## config.mk

```make
export PLATFORM = sky130hd
export DESIGN_NAME = dsc_top
export DESIGN_NICKNAME = d
export VERILOG_FILES = /design/src/dsc_pkg.sv /design/src/dsc_spi_rx.sv /design/src/dsc_sync.sv /design/src/dsc_top.sv
export SDC_FILE = /design/constraint.sdc
export NUM_CORES = 1
export LEC_CHECK = 0
export ABC_AREA = 0
export BUFFER_PORTS_ARGS = -buffer_cell sky130_fd_sc_hd__buf_2
export CAP_MARGIN = 10
export CORE_MARGIN = 8
export CORE_UTILIZATION = 55
export DETAILED_ROUTE_END_ITERATION = 8
export PLACE_DENSITY_LB_ADDON = 0.2
export RECOVER_POWER = 50
export SYNTH_ARGS = -nofsm -noshare
export SYNTH_HDL_FRONTEND = slang
export SYNTH_SLANG_ARGS = --single-unit
```

## constraint.sdc

```tcl
create_clock -name mclk_i -period 3.7 [get_ports mclk_i]
set_clock_uncertainty 0.05 [all_clocks]
set_input_delay 1.11 -clock mclk_i [delete_from_list [all_inputs] [get_ports mclk_i]]
set_output_delay 1.11 -clock mclk_i [all_outputs]
set_load 0.05 [all_outputs]
```

## src/dsc_pkg.sv

```systemverilog
// Shared constants for the dual switch control block.
package dsc_pkg;
    localparam int FRAME_W = 16;
    localparam int BITCNT_W = 5;
    localparam logic [4:0] FRAME_BITS = 5'h10;
    localparam int ADDR_W = 5;
    localparam int DATA_W = 16;
    localparam int PWM_W = 8;
    // Register byte offsets.
    localparam logic [4:0] REG_STATUS = 5'h00;
    localparam logic [4:0] REG_MASK = 5'h04;
    localparam logic [4:0] REG_CTRL = 5'h08;
    localparam logic [4:0] REG_STATE = 5'h0c;
    localparam logic [4:0] REG_FRAME = 5'h10;
    // Event bits of status and mask.
    localparam int EV_W = 4;
    localparam int EV_FRAME = 0;
    localparam int EV_BADFRAME = 1;
    localparam int EV_FAILSAFE = 2;
    localparam int EV_FAULT = 3;
    // Control register.
    localparam int CTRL_WDOG_EN = 0;
    localparam logic [DATA_W-1:0] CTRL_RST = 16'h0001;
    // Serial command field and codes.
    localparam int FR_CMD_HI = 15;
    localparam int FR_CMD_LO = 12;
    localparam logic [3:0] CMD_MODE = 4'h1;
    localparam logic [3:0] CMD_SENSE = 4'h2;
    localparam logic [3:0] CMD_DUTY_A = 4'h3;
    localparam logic [3:0] CMD_DUTY_B = 4'h4;
    localparam logic [3:0] CMD_RETRY = 4'h5;
    localparam int SENSE_TEMP = 0;
    localparam int SENSE_GAIN = 1;
    localparam int SENSE_CHAN = 2;
    // Channel drive modes.
    localparam logic [1:0] MODE_DIRECT = 2'h0;
    localparam logic [1:0] MODE_INT = 2'h1;
    localparam logic [1:0] MODE_EXT = 2'h2;
    // Synchroniser lanes.
    localparam int SY_W = 15;
    localparam int SY_SCLK = 0;
    localparam int SY_CSN = 1;
    localparam int SY_SI = 2;
    localparam int SY_PWMCLK = 3;
    localparam int SY_IN = 4;
    localparam int SY_PROF = 6;
    localparam int SY_RSTN = 8;
    localparam int SY_OC = 9;
    localparam int SY_SC = 11;
    localparam int SY_OT = 13;
    localparam logic [SY_W-1:0] SY_RST = 15'h0102;
    // Timing.
    localparam int CLK_MHZ = 50;
    localparam int WDOG_TIME_US = 1000;
    localparam int RETRY_TIME_US = 500;
    localparam int PWM_TICK_NS = 2000;
    localparam int SETTLE_NS = 1000;
    localparam int WDOG_CYC = WDOG_TIME_US * CLK_MHZ;
    localparam int RETRY_CYC = RETRY_TIME_US * CLK_MHZ;
    localparam int PWM_TICK_CYC = (PWM_TICK_NS * CLK_MHZ + 999) / 1000;
    localparam int SETTLE_CYC = (SETTLE_NS * CLK_MHZ + 999) / 1000;
    localparam int TMR_W = 20;
    localparam int SHORT_W = 8;
endpackage

```

## src/dsc_spi_rx.sv

```systemverilog
// Serial frame port sampled on the system clock, with daisy-chain output.
`timescale 1ns/1ps
module dsc_spi_rx
    import dsc_pkg::*;
(
    input wire logic mclk_i,
    input wire logic rst_i,
    input wire logic sclk_i,
    input wire logic csn_i,
    input wire logic si_i,
    input wire logic [FRAME_W-1:0] tx_word_i,
    output logic so_o,
    output logic [FRAME_W-1:0] frame_o,
    output logic frame_ok_o,
    output logic frame_bad_o
);
    typedef enum logic [1:0] {ST_IDLE = 2'b01, ST_SHIFT = 2'b10} dsc_spi_st_t;

    dsc_spi_st_t st_q, st_d;
    logic [FRAME_W-1:0] sh_q, sh_d;
    logic [BITCNT_W-1:0] cnt_q, cnt_d;
    logic over_q, over_d;
    logic so_q, so_d;
    logic sclk_q, csn_q;
    logic ok_q, ok_d, bad_q, bad_d;
    logic [FRAME_W-1:0] fr_q, fr_d;

    // Mode 0: sample on rising serial clock, present next bit on falling.
    always_comb
    begin
        st_d = st_q;
        sh_d = sh_q;
        cnt_d = cnt_q;
        over_d = over_q;
        so_d = so_q;
        ok_d = 1'b0;
        bad_d = 1'b0;
        fr_d = fr_q;
        case (st_q)
            ST_IDLE:
            begin
                if (csn_q && !csn_i)
                begin
                    st_d = ST_SHIFT;
                    sh_d = tx_word_i;
                    so_d = tx_word_i[FRAME_W-1];
                    cnt_d = '0;
                    over_d = 1'b0;
                end
            end
            ST_SHIFT:
            begin
                if (csn_i)
                begin
                    // One whole frame per select, acted on at deselect.
                    st_d = ST_IDLE;
                    if (cnt_q == FRAME_BITS && !over_q)
                    begin
                        ok_d = 1'b1;
                        fr_d = sh_q;
                    end
                    else
                    begin
                        bad_d = 1'b1;
                    end
                end
                else if (sclk_i && !sclk_q)
                begin
                    sh_d = {sh_q[FRAME_W-2:0], si_i};
                    if (cnt_q == FRAME_BITS)
                        over_d = 1'b1;
                    else
                        cnt_d = cnt_q + 5'h01;
                end
                else if (!sclk_i && sclk_q)
                begin
                    so_d = sh_q[FRAME_W-1];
                end
            end
            default:
            begin
                st_d = ST_IDLE;
            end
        endcase
    end

    // State registers.
    always_ff @(posedge mclk_i)
    begin
        if (rst_i)
        begin
            st_q <= ST_IDLE;
            sh_q <= '0;
            cnt_q <= '0;
            over_q <= 1'b0;
            so_q <= 1'b0;
            sclk_q <= 1'b0;
            csn_q <= 1'b1;
            ok_q <= 1'b0;
            bad_q <= 1'b0;
            fr_q <= '0;
        end
        else
        begin
            st_q <= st_d;
            sh_q <= sh_d;
            cnt_q <= cnt_d;
            over_q <= over_d;
            so_q <= so_d;
            sclk_q <= sclk_i;
            csn_q <= csn_i;
            ok_q <= ok_d;
            bad_q <= bad_d;
            fr_q <= fr_d;
        end
    end

    assign so_o = so_q;
    assign frame_o = fr_q;
    assign frame_ok_o = ok_q;
    assign frame_bad_o = bad_q;
endmodule // dsc_spi_rx

```

## src/dsc_sync.sv

```systemverilog
// Two-flop synchroniser for pins that arrive from outside the clock domain.
`timescale 1ns/1ps
module dsc_sync
#(
    parameter int W = 1,
    parameter logic [W-1:0] RST_VAL = '0
)
(
    input wire logic mclk_i,
    input wire logic rst_i,
    input wire logic [W-1:0] d_i,
    output logic [W-1:0] q_o
);
    logic [W-1:0] meta_q;
    logic [W-1:0] q_q;

    // First stage feeds only the second stage.
    always_ff @(posedge mclk_i)
    begin
        if (rst_i)
        begin
            meta_q <= RST_VAL;
            q_q <= RST_VAL;
        end
        else
        begin
            meta_q <= d_i;
            q_q <= meta_q;
        end
    end

    assign q_o = q_q;
endmodule // dsc_sync

```

## src/dsc_top.sv

```systemverilog
// Control pins, serial configuration, channels and diagnostics of the switch.
// Notes on behaviour
// - Traffic uses 16-bit frames, link up to 8 MHz.
// - Host link loss enters fail-safe, still operational.
// - Fail-safe indicator pulled low on fail-safe entry.
// - Fault indicator pulled low in fault mode.
// - Device reset restores configuration and fault state.
// - Reset sleeps unless a direct input is active.
// - Direct inputs switch each output; open reads off.
// - Profile pins choose bulb or motor per channel.
// - Each channel: direct, internal clock or external clock.
// - External mode counts PWM on the clock pin.
// - Host picks sense source and sensitivity serially.
// - Per-channel protection with configurable automatic retry.
// - Monitor sync pulled low while sense is accurate.
// - Serial data can chain through to the next device.
//
// The register addresses and the plain strobed port were chosen for this implementation.
`timescale 1ns/1ps
module dsc_top
    import dsc_pkg::*;
#(
    parameter int WDOG_CYCLES = WDOG_CYC,
    parameter int RETRY_CYCLES = RETRY_CYC,
    parameter logic [3:0] DEV_ID = 4'ha // Arbitrary value.
)
(
    input wire logic mclk_i,
    input wire logic rst_i,
    input wire logic [ADDR_W-1:0] reg_addr_i,
    input wire logic [DATA_W-1:0] reg_wdata_i,
    input wire logic reg_wr_i,
    input wire logic reg_rd_i,
    output logic [DATA_W-1:0] reg_rdata_o,
    output logic irq_o,
    input wire logic serial_clk_i,
    input wire logic serial_select_n_i,
    input wire logic serial_in_i,
    output logic serial_out_o,
    input wire logic pwm_clock_i,
    input wire logic [1:0] direct_in_i,
    input wire logic [1:0] overcurrent_profile_select_i,
    input wire logic device_reset_n_i,
    input wire logic [1:0] overcurrent_i,
    input wire logic [1:0] short_circuit_i,
    input wire logic [1:0] overtemp_i,
    output logic switch_output_a_o,
    output logic switch_output_b_o,
    output logic [1:0] overcurrent_profile_o,
    output logic sense_temp_o,
    output logic sense_gain_o,
    output logic sense_chan_o,
    output logic sleep_o,
    output logic failsafe_indicator_n_o,
    output logic failsafe_indicator_n_oe_o,
    output logic fault_indicator_n_o,
    output logic fault_indicator_n_oe_o,
    output logic monitor_sync_n_o,
    output logic monitor_sync_n_oe_o
);
    logic [SY_W-1:0] sy;
    logic so_w, fr_ok, fr_bad;
    logic [FRAME_W-1:0] fr_w, tx_w;
    logic dev_rst, ext_q;
    logic [1:0] dir_in, trip;

    // Pin synchronisers; select and device reset idle high, all else low.
    dsc_sync #(.W(SY_W), .RST_VAL(SY_RST)) u_sync
    (
        .mclk_i(mclk_i),
        .rst_i(rst_i),
        .d_i({overtemp_i, short_circuit_i, overcurrent_i, device_reset_n_i,
              overcurrent_profile_select_i, direct_in_i, pwm_clock_i,
              serial_in_i, serial_select_n_i, serial_clk_i}),
        .q_o(sy)
    );

    assign dev_rst = !sy[SY_RSTN];
    assign dir_in = sy[SY_IN+:2];
    assign trip = sy[SY_OC+:2] | sy[SY_SC+:2] | sy[SY_OT+:2];

    // Serial frame port.
    dsc_spi_rx u_spi
    (
        .mclk_i(mclk_i),
        .rst_i(rst_i),
        .sclk_i(sy[SY_SCLK]),
        .csn_i(sy[SY_CSN]),
        .si_i(sy[SY_SI]),
        .tx_word_i(tx_w),
        .so_o(so_w),
        .frame_o(fr_w),
        .frame_ok_o(fr_ok),
        .frame_bad_o(fr_bad)
    );

    // Configuration and channel state.
    logic [3:0] mode_q, mode_d;
    logic [PWM_W-1:0] duty_q [2], duty_d [2];
    logic [2:0] sense_q, sense_d;
    logic [1:0] retry_q, retry_d;
    logic [1:0] fault_q, fault_d;
    logic [TMR_W-1:0] rtmr_q [2], rtmr_d [2];
    logic [TMR_W-1:0] wdog_q, wdog_d;
    logic fs_q, fs_d;
    logic [PWM_W-1:0] pint_q, pint_d, pext_q, pext_d;
    logic [SHORT_W-1:0] presc_q, presc_d, settle_q, settle_d;
    logic [1:0] on_q, on_d;
    logic fs_ev, flt_ev;
    logic [EV_W-1:0] stat_q, stat_d, mask_q, mask_d;
    logic [DATA_W-1:0] ctrl_q, ctrl_d, rdata_q, rdata_d;
    logic [FRAME_W-1:0] last_q, last_d;
    logic [EV_W-1:0] ev;

    // Mode field of one channel.
    function automatic logic [1:0] ch_mode(input logic [3:0] m, input int c);
        ch_mode = m[2*c+:2];
    endfunction

    assign tx_w = {DEV_ID, fs_q, fault_q, on_q, 7'h00};

    // Serial commands, fail-safe watchdog, PWM time bases, protection.
    always_comb
    begin
        mode_d = mode_q;
        duty_d = duty_q;
        sense_d = sense_q;
        retry_d = retry_q;
        fault_d = fault_q;
        rtmr_d = rtmr_q;
        fs_d = fs_q;
        wdog_d = wdog_q;
        on_d = on_q;
        pint_d = pint_q;
        pext_d = pext_q;
        presc_d = presc_q + 8'h01;
        settle_d = settle_q;
        if (presc_q == PWM_TICK_CYC[SHORT_W-1:0] - 8'h01)
        begin
            presc_d = '0;
            pint_d = pint_q + 8'h01;
        end
        if (sy[SY_PWMCLK] && !ext_q)
            pext_d = pext_q + 8'h01;
        if (fr_ok)
        begin
            case (fr_w[FR_CMD_HI:FR_CMD_LO])
                CMD_MODE: mode_d = fr_w[3:0];
                CMD_SENSE: sense_d = fr_w[2:0];
                CMD_DUTY_A: duty_d[0] = fr_w[PWM_W-1:0];
                CMD_DUTY_B: duty_d[1] = fr_w[PWM_W-1:0];
                CMD_RETRY: retry_d = fr_w[1:0];
                default: ;
            endcase
        end
        // Watchdog: no good frame in time means the host is gone.
        if (fr_ok)
        begin
            wdog_d = '0;
            fs_d = 1'b0;
        end
        else if (ctrl_q[CTRL_WDOG_EN] && !fs_q)
        begin
            if (wdog_q == TMR_W'(WDOG_CYCLES - 1))
                fs_d = 1'b1;
            else
                wdog_d = wdog_q + 20'h00001;
        end
        for (int c = 0; c < 2; c++)
        begin
            // Latch trips; retry timer releases the latch if enabled.
            if (fault_q[c] && retry_q[c])
            begin
                rtmr_d[c] = rtmr_q[c] + 20'h00001;
                if (rtmr_q[c] == TMR_W'(RETRY_CYCLES - 1))
                begin
                    rtmr_d[c] = '0;
                    fault_d[c] = 1'b0;
                end
            end
            if (trip[c])
                fault_d[c] = 1'b1;
            // Fail-safe hands control back to the direct inputs.
            if (fs_q || ch_mode(mode_q, c) == MODE_DIRECT)
                on_d[c] = dir_in[c];
            else if (ch_mode(mode_q, c) == MODE_INT)
                on_d[c] = pint_q < duty_q[c];
            else if (ch_mode(mode_q, c) == MODE_EXT)
                on_d[c] = pext_q < duty_q[c];
            else
                on_d[c] = 1'b0;
            if (fault_q[c])
                on_d[c] = 1'b0;
        end
        // Sense settles after the sensed channel has stayed on; temperature sense needs no channel on.
        if (sense_d != sense_q || (!sense_q[SENSE_TEMP] && !on_q[sense_q[SENSE_CHAN]]))
            settle_d = '0;
        else if (settle_q != SETTLE_CYC[SHORT_W-1:0])
            settle_d = settle_q + 8'h01;
        if (dev_rst)
        begin
            // Device reset pin restores configuration and faults.
            mode_d = '0;
            duty_d[0] = '0;
            duty_d[1] = '0;
            sense_d = '0;
            retry_d = '0;
            fault_d = '0;
            rtmr_d[0] = '0;
            rtmr_d[1] = '0;
            fs_d = 1'b0;
            wdog_d = '0;
        end
    end

    assign fs_ev = fs_d && !fs_q;
    assign flt_ev = (|fault_d) && !(|fault_q);

    // Registers of channel and configuration state.
    always_ff @(posedge mclk_i)
    begin
        if (rst_i)
        begin
            mode_q <= '0;
            duty_q[0] <= '0;
            duty_q[1] <= '0;
            sense_q <= '0;
            retry_q <= '0;
            fault_q <= '0;
            rtmr_q[0] <= '0;
            rtmr_q[1] <= '0;
            fs_q <= 1'b0;
            wdog_q <= '0;
            on_q <= '0;
            pint_q <= '0;
            pext_q <= '0;
            presc_q <= '0;
            settle_q <= '0;
            ext_q <= 1'b0;
        end
        else
        begin
            mode_q <= mode_d;
            duty_q <= duty_d;
            sense_q <= sense_d;
            retry_q <= retry_d;
            fault_q <= fault_d;
            rtmr_q <= rtmr_d;
            fs_q <= fs_d;
            wdog_q <= wdog_d;
            on_q <= on_d;
            pint_q <= pint_d;
            pext_q <= pext_d;
            presc_q <= presc_d;
            settle_q <= settle_d;
            ext_q <= sy[SY_PWMCLK];
        end
    end

    // Software register file events.
    assign ev = {flt_ev, fs_ev, fr_bad, fr_ok};

    // Decode, read-to-clear status; a new event wins over the clear.
    always_comb
    begin
        mask_d = mask_q;
        ctrl_d = ctrl_q;
        last_d = fr_ok ? fr_w : last_q;
        stat_d = stat_q;
        rdata_d = '0;
        if (reg_wr_i && reg_addr_i == REG_MASK)
            mask_d = reg_wdata_i[EV_W-1:0];
        if (reg_wr_i && reg_addr_i == REG_CTRL)
            ctrl_d = reg_wdata_i;
        if (reg_rd_i)
        begin
            case (reg_addr_i)
                REG_STATUS:
                begin
                    rdata_d = {12'h000, stat_q};
                    stat_d = '0;
                end
                REG_MASK: rdata_d = {12'h000, mask_q};
                REG_CTRL: rdata_d = ctrl_q;
                REG_STATE: rdata_d = {7'h00, mode_q, fs_q, fault_q, on_q};
                REG_FRAME: rdata_d = last_q;
                default: rdata_d = '0;
            endcase
        end
        stat_d = stat_d | ev;
    end

    // Register bank and pin output flops.
    always_ff @(posedge mclk_i)
    begin
        if (rst_i)
        begin
            stat_q <= '0;
            mask_q <= '0;
            ctrl_q <= CTRL_RST;
            last_q <= '0;
            rdata_q <= '0;
            irq_o <= 1'b0;
            serial_out_o <= 1'b0;
            switch_output_a_o <= 1'b0;
            switch_output_b_o <= 1'b0;
            overcurrent_profile_o <= '0;
            sense_temp_o <= 1'b0;
            sense_gain_o <= 1'b0;
            sense_chan_o <= 1'b0;
            sleep_o <= 1'b0;
            failsafe_indicator_n_o <= 1'b1;
            failsafe_indicator_n_oe_o <= 1'b0;
            fault_indicator_n_o <= 1'b1;
            fault_indicator_n_oe_o <= 1'b0;
            monitor_sync_n_o <= 1'b1;
            monitor_sync_n_oe_o <= 1'b0;
        end
        else
        begin
            stat_q <= stat_d;
            mask_q <= mask_d;
            ctrl_q <= ctrl_d;
            last_q <= last_d;
            rdata_q <= rdata_d;
            irq_o <= |(stat_d & mask_d);
            serial_out_o <= so_w;
            switch_output_a_o <= on_d[0];
            switch_output_b_o <= on_d[1];
            overcurrent_profile_o <= sy[SY_PROF+:2];
            sense_temp_o <= sense_d[SENSE_TEMP];
            sense_gain_o <= sense_d[SENSE_GAIN];
            sense_chan_o <= sense_d[SENSE_CHAN];
            sleep_o <= dev_rst && !(|dir_in);
            failsafe_indicator_n_o <= !fs_d;
            failsafe_indicator_n_oe_o <= fs_d;
            fault_indicator_n_o <= !(|fault_d);
            fault_indicator_n_oe_o <= |fault_d;
            monitor_sync_n_o <= settle_d != SETTLE_CYC[SHORT_W-1:0];
            monitor_sync_n_oe_o <= settle_d == SETTLE_CYC[SHORT_W-1:0];
        end
    end

    assign reg_rdata_o = rdata_q;
endmodule // dsc_top

```

# Word-level counts from Yosys, hierarchy flattened
# Cells that the tools add are included.
# op_classes
n_mux	56
n_bitwise	9
n_eq_ne	32
n_addsub	8
n_lt_le_gt_ge	5
reduce_logical	54
# op_table
operator	n
$pmux 16 s5	1
$add 20x1->20 const B	3
$mux 16	3
$eq 20x15->1 const B	2
$mux 20	2
$add 8x1->8 const B	4
$lt 8x8->1	4
$pmux 16 s2	1
$mux 1	30
$eq 20x16->1 const B	1
$mux 5	4
$mux 8	2
$ne 8x6->1 const B	2
$reduce_and 5->1	3
$logic_and 1x1->1	14
$logic_not 1->1	13
$mux 4	3
$reduce_and 2->1	6
$reduce_or 2->1	6
$eq 5x4->1 const B	2
$eq 5x5->1 const B	2
$pmux 5 s2	1
$mux 3	3
$eq 4x2->1 const B	2
27 further kinds	50
# word_totals
wordCells	211
inputBits	40
output_inout_bits	32
reg_bits	269

# Depth between registers and ports, before layout
# Gate-level depths: netlist of run 1.
# logic_depth
ltp_word	10
depth_mapped	9
mapped_depth_nobuf	7

# Cells and area by module
# From an unflattened synthesis of run 1, not the netlist that was laid out.
# unflattened
cells_unflattened	1187
area_unflattened_um2	11174.5
# modules_own_cells
mod	area_each_um2	n_inst	cells_per_inst
dsc_top	8485.6	1	939
dsc_spi_rx	1879.3	1	185
dsc_sync	809.5	1	63

# Worst setup path after synthesis of run 1
# OpenSTA, ideal clock, no wires.
# synth_path
path_type	input to register
start	input port reg_addr_i[4]
end	register irq_o
slack_ns	0.976
t_required_ns	3.526
setup_time_ns	0.124
path_stages	7
arrival_time_ns	2.550
path_cell_list	buf_2 -> nor4_1 -> and3_1 -> clkbuf_2 -> mux2i_1 -> a211oi_1 -> a2111o_1
# synth_between
elab_chain_len	6
# synth_rtl
element	line	source
start: declaration	dsc_top.sv:30	input wire logic [ADDR_W-1:0] reg_addr_i,
$logic_not 5->1	dsc_top.sv:277	case (reg_addr_i)
$mux 4	dsc_top.sv:277	
$mux 4	dsc_top.sv:275	if (reg_rd_i)
$or 4x4->4	dsc_top.sv:290	stat_d = stat_d | ev;
$and 4x4->4 *	dsc_top.sv:326	irq_o <= |(stat_d & mask_d);
$reduce_or 4->1 *	dsc_top.sv:326	
end signal: assignment	dsc_top.sv:326	
end: declaration	dsc_top.sv:35	output logic irq_o,
# Mark *: on every way between the ends. The rest lies on a longest branch, timed or not.
# A chain may end at the register's enable or synchronous reset.

==> impl_metrics.toml, run 1 <==
[yosys]
ys_seq_area_share_pct = 48.3
syn_nets = 1273
netlist_top_cells_count = "dfxtp_1, nor2_1, nand2_1, a21oi_1, mux2i_1"
avgSynthCellArea_um2 = 9.16
synth_warnings = 0
synth_ff_type = "dfxtp_1"
synth_cell_types = 67
synth_cells = 1195
synth-seq-cells = 264
synth_top_cell_by_area = "dfxtp_1"
synth.cell_area_um2 = 10900
async_reset_ff_share_pct = 0
yosysMostFrequentCell = "dfxtp_1"
synth_edf_count = 0
netlist.area_leader.share_pct = 48.3
synthTopCellsByArea = "dfxtp_1, nor2_1, mux2i_1"

[pwr]
leakage_nw = 4.63
power_density_nw_per_um2 = 478
ir_drop_uv = 366
power_mw = 5.94

[detailed_routing]
firstDrtPassIters = 7
antenna_left = 0
wl_per_cell_um = 15.5
vias = 8444
drcViolationCount = 0
drtIter0Drc = 459
wl_mm = 23.8
vias_per_cell = 5.48

[clock_network]
ctsResizeCount = 0
tritoncts = "done"
clk_path_buf_depth = 3
cts_made_buffers = 28
postCtsSetupBuffers = 0
path_clk_slew_ps = 60
clock-sinks = 264
cts-root-buf = "clkbuf_16"
clk_latency_ps = 550
htree_levels = 1
ctsHoldBuffers = 0

[global_route]
grt_pass1_wl_mm = 40.1
grt_antenna_before_repair = 0
grt_pass1_vias = 8086
overflow = 0
grt_max_degree = 64
grt_usage_pct = 19.6

[place]
gp_congestion = 0.832
post-place-ws_ps = 695
dpl_cell_area_um2 = 11500
place_inst = 1489
portBuffers = 71
dp_hpwl_mm = 16.6

[timing]
max_clock_freq_ghz = 0.335
fin_ws_ps = 714
slew_headroom_pct = -6.67
finalMaxSlewViolations = 33
min_period_ps = 2990
grt_setup_unrepaired = "no"
tightest_slew_ps = 1600
holdWs_ps = 356
setup_tns_ps = 0
fin_crit_sh_pct = 80.7
final_hold_viol_count = 0
setup_viol = 0

[floorplan]
die_area_um2 = 24700
core-area_um2 = 19500
row_count = 51
die_height_um = 157
boundaryPins = 72
start_util_pct = 56.1
die_w_um = 157

[setup_path]
required_ps = 4070
crit_type = "primary input to flip-flop"
cp_max_fo = 41
r2r-start = "u_spi.cnt_q[0]"
worstRegToRegCells = 7
cpMaxStageDelayCell = "clkbuf_1"
end_kind = "flip-flop"
cp.arrival_ps = 3350
cp-startpoint = "rst_i"
critPathLaunchType = "primary input"
cp_cell_sequence = "clkbuf_1 -> buf_4 -> nor2_1 -> a2111o_1"
critPathMaxStageDelay_ps = 1130

[layout]
fin_util_pct = 63.7
nFillCells = 1679
fin_area_um2 = 12400
fin_nets = 1332
regArea_um2 = 5290
drive_gt1_share_pct = 12.1
multiInputGateArea_um2 = 5300
syn_to_final_growth_pct = 13.6
diodes = 0
fin_cells = 1541

[hold_path]
hp-class = "flip-flop to flip-flop"
hp-start = "u_sync.meta_q[1]"
hold_depth = 1

[run_status]
status = "finished with violations"
violations = "max-capacitance violations, max-slew violations"

[run]
max_cap_violations = 1
report_power, final:
group          switching (mW)  total, mW  leakage [nW]  internal (mW)
Sequential             0.0275       2.91          2.14           2.88
Clock                    1.13       2.84         0.483           1.71
Combinational           0.125      0.190          2.01         0.0643
cells by family (layout without fill, tap and decap cells):
| logic type | after synthesis | count (layout) | synth area share (%) |
|---|---|---|---|
| AOI/OAI and AO/OA | 148 | 148 | 8.71 |
| xor gates and xnor gates | 80 | 80 | 6.40 |
| adders and majority gates | 38 | 38 | 4.34 |
| buffers and inverters | 83 | 164 | 3.23 |
| DFF | 264 | 264 | 48.3 |
| muxes | 56 | 56 | 5.12 |
| and+or+nand+nor | 526 | 526 | 23.9 |
worst max-delay path, delay by kind of cell:
family,cells,cell delay (ps)
AOI/OAI and AO/OA,1,410
buffers and inverters,2,1690
and+or+nand+nor,1,110
path summary, 6_finish.rpt:
check,to,slack [ps]
worst min register to register,u_sync.q_o[1],360
worst min-delay path,u_sync.q_o[1],360
worst max register to register,u_spi.frame_o[0],1250
worst max-delay path,irq_o,710
area by class of cell:
| type | instances | area share (%) |
|---|---|---|
| clock buffers | 41 | 6.75 |
| clock inverters | 11 | 0.986 |
| multi-input cells | 848 | 42.6 |
| flip-flops and latches | 264 | 42.5 |
| well taps | 265 | 2.67 |
| inverters | 28 | 0.845 |
| repair buffers | 84 | 3.63 |
state kept, by name (all words and copies together) (netlist names), 15 cells and up:
signal         count
rtmr_q            40
wdog_q            20
ctrl_q            16
duty_q            16
last_q            16
reg_rdata_o       16
u_spi.frame_o     16
u_spi.sh_q        16
u_sync.meta_q     15
u_sync.q_o        15
routing by layer:
layer	track usage (%)	vias to the layer above	routed length, µm
li1	-	4250	-
met1	26.5	3988	11300
met2	32.5	172	10900
met3	2.74	34	1200
met4	4.49	0	407
met5	0	-	0
cells in the final DEF (no fill, tap or decap), drive strengths merged, types with 9 or more instances in the layout:
cell type    n
dfxtp      264
nor2       179
nand2      118
buf         83
a21oi       66
mux2i       56
xor2        55
nand3       43
clkbuf      42
nor2b       41
ha          38
inv         29
nand4       25
xnor2       25
nor3        24
o21ai       22
and3        13
nand2b      12
a22oi       11
nor4        11
or2          9
a222oi       9
or3          9
Power figures use the tool's default switching activity.
==> inputs of run 2 (changes only) <==
--- a/config.mk
+++ b/config.mk
@@ -9,7 +9,7 @@
 export BUFFER_PORTS_ARGS = -buffer_cell sky130_fd_sc_hd__buf_2
 export CAP_MARGIN = 10
 export CORE_MARGIN = 8
-export CORE_UTILIZATION = 55
+export CORE_UTILIZATION = 54
 export DETAILED_ROUTE_END_ITERATION = 8
 export PLACE_DENSITY_LB_ADDON = 0.2
 export RECOVER_POWER = 50
==> constraint.sdc (replaced) <==
create_clock -name mclk_i -period 2.7 [get_ports mclk_i]
set_clock_uncertainty 0.05 [all_clocks]
set_input_delay 0.81 -clock mclk_i [delete_from_list [all_inputs] [get_ports mclk_i]]
set_output_delay 0.81 -clock mclk_i [all_outputs]
set_load 0.05 [all_outputs]
==> run 2 against run 1 <==
The run now ends clean. First-iteration DRC count rose by 14%. Global-route usage fell by 0.48 points. Worst setup slack got worse by 450 ps. Final area rose by 1.4%. Sequential cell count did not move. Utilization fell by 0.74 points. Clock power rose by 54%. Via count fell by 0.73%. Critical path depth fell by 3. Register-to-register slack got worse by 840 ps. Largest cell class is now registers. Largest power group is now the clock network.
==> impl_metrics.toml, run 2 (synthesis gave the netlist of run 1 again) <==
[detailed_routing]
wl_per_cell_um = 15.1
antenna_left = 0
wl_mm = 23.5
firstDrtPassIters = 7
vias = 8382
vias_per_cell = 5.38
drtIter0Drc = 524
drcViolationCount = 0

[layout]
syn_to_final_growth_pct = 15.2
drive_gt1_share_pct = 12.0
final_common_cell = "dfxtp_1"
largestRegisters = "rtmr_q (40), wdog_q (20)"
top_register = "rtmr_q"
nFillCells = 1749
final_cell_mix = "dfxtp_1, nor2_1, nand2_1"
fin_util_pct = 62.9
diodes = 0
largest_register_ffs = 40
fin_nets = 1345

[clock_network]
ctsResizeCount = 0
clock-sinks = 264
path_clk_slew_ps = 60
htree_levels = 1
ctsHoldBuffers = 0
postCtsSetupBuffers = 0
clk_latency_ps = 540
clk_path_buf_depth = 3
cts-root-buf = "clkbuf_16"
cts_made_buffers = 28
tritoncts = "done"

[global_route]
overflow = 0
grt_max_degree = 59
grt_usage_pct = 19.1
grt_antenna_before_repair = 0
grt_pass1_wl_mm = 39.6
grt_pass1_vias = 8120

[setup_path]
critPathMaxStageDelay_ps = 670
required_ps = 1840
cp.arrival_ps = 1580
cpMaxStageDelayCell = "dfxtp_1"
critPathLaunchType = "flip-flop"
path_buf_inv = 1
r2r-start = "u_spi.frame_ok_o"
cp_max_fo = 10
cp_top_family = "flip-flops"
cp-startpoint = "failsafe_indicator_n_oe_o"
crit_type = "flip-flop to output port"
end_kind = "output port"
cp_cell_sequence = "buf_2"

[run]
max_cap_violations = 0

[timing]
holdWs_ps = 358
fin_crit_sh_pct = 90.4
finalMaxSlewViolations = 0
max_clock_freq_ghz = 0.410
setup_tns_ps = 0
setup_viol = 0
grt_setup_unrepaired = "no"
final_hold_viol_count = 0
min_period_ps = 2440
slew_headroom_pct = 24.6
tightest_slew_ps = 1130

[hold_path]
hp-class = "flip-flop to flip-flop"
hp-start = "u_sync.meta_q[1]"

[pwr]
leakage_nw = 4.70
p_switching_mw = 1.74
p_clk_share_pct = 50.7
swShare_pct = 20.2
p_seq_share_pct = 46.3
ir_drop_uv = 542
p_comb_share_pct = 3.0
intPower_mw = 6.87
power_density_nw_per_um2 = 683

[floorplan]
die_height_um = 158
die_area_um2 = 25100
core-area_um2 = 20000
die_w_um = 158
row_count = 52
boundaryPins = 72
start_util_pct = 54.6

[place]
dp_hpwl_mm = 16.4
gp_congestion = 0.837
portBuffers = 71

[run_status]
status = "finished clean"
==> run 2: changes by cell type in the layout (fill, tap and decap cells not counted), sizes merged <==
cell / delta
buf: +3
bufinv: +5
clkbuf: +9
clkinv: -5
clkinvlp: +1
inv: -1
==> run 2: worst paths after layout <==
path / slack (ps) / cells after the start / endpoint
worst max-delay path: 260 / 1 / failsafe_indicator_n_oe_o
worst min-delay path: 360 / 1 / u_sync.q_o[1]
worst max register to register: 410 / 3 / wdog_q[10]
worst min register to register: 360 / 1 / u_sync.q_o[1]
==> run 2: worst reg2reg max path: stages, from the launching register on <==
cell and delay (ps):
dfxtp_1 380, clkbuf_1 600, or2_0 940, nor2_1 160
==> run 2: metrics by stage <==
step / cells / worst slack (ps) / instance area [µm²] / power [mW]
2_1_floorplan: 1195 / 276 / 10900 / 4.23
3_3_place_gp: 1507 / 180 / 11600 / 4.34
3_5_place_dp: 1507 / 154 / 11600 / 4.34
4_1_cts: 1558 / 267 / 12700 / 8.70
5_1_grt: 1558 / 137 / 12600 / 8.88
6_report: 1558 / 261 / 12600 / 8.61
==> run 2: layout make-up <==
| type | instances | area [µm²] | share of cell area, % |
|---|---|---|---|
| Clock buffer | 40 | 847 | 6.72 |
| Clock inverter | 11 | 233 | 1.85 |
| Inverter | 28 | 105 | 0.833 |
| Multi-Input combinational cell | 848 | 5280 | 41.9 |
| Sequential cell | 264 | 5290 | 41.9 |
| Tap cell | 270 | 338 | 2.68 |
| Timing Repair Buffer | 97 | 518 | 4.11 |
==> run 2: power by group through the flow <==
stage               clock, mW  sequential [mW]  combinational (mW)
global placement            0             4.07               0.270
detailed placement          0             4.07               0.273
floorplan                   0             4.08               0.154
global route             4.61             3.99               0.288
finish                   4.36             3.98               0.262
CTS                      4.44             3.98               0.274
==> run 2: routing by layer <==
metal  wire (µm)  part of all wire (%)  track usage (%)
met1       11300                    48             25.7
met2       10500                    44             31.1
met3        1250                   5.3             3.31
met4         517                   2.2             5.07
met5           0                     0                0
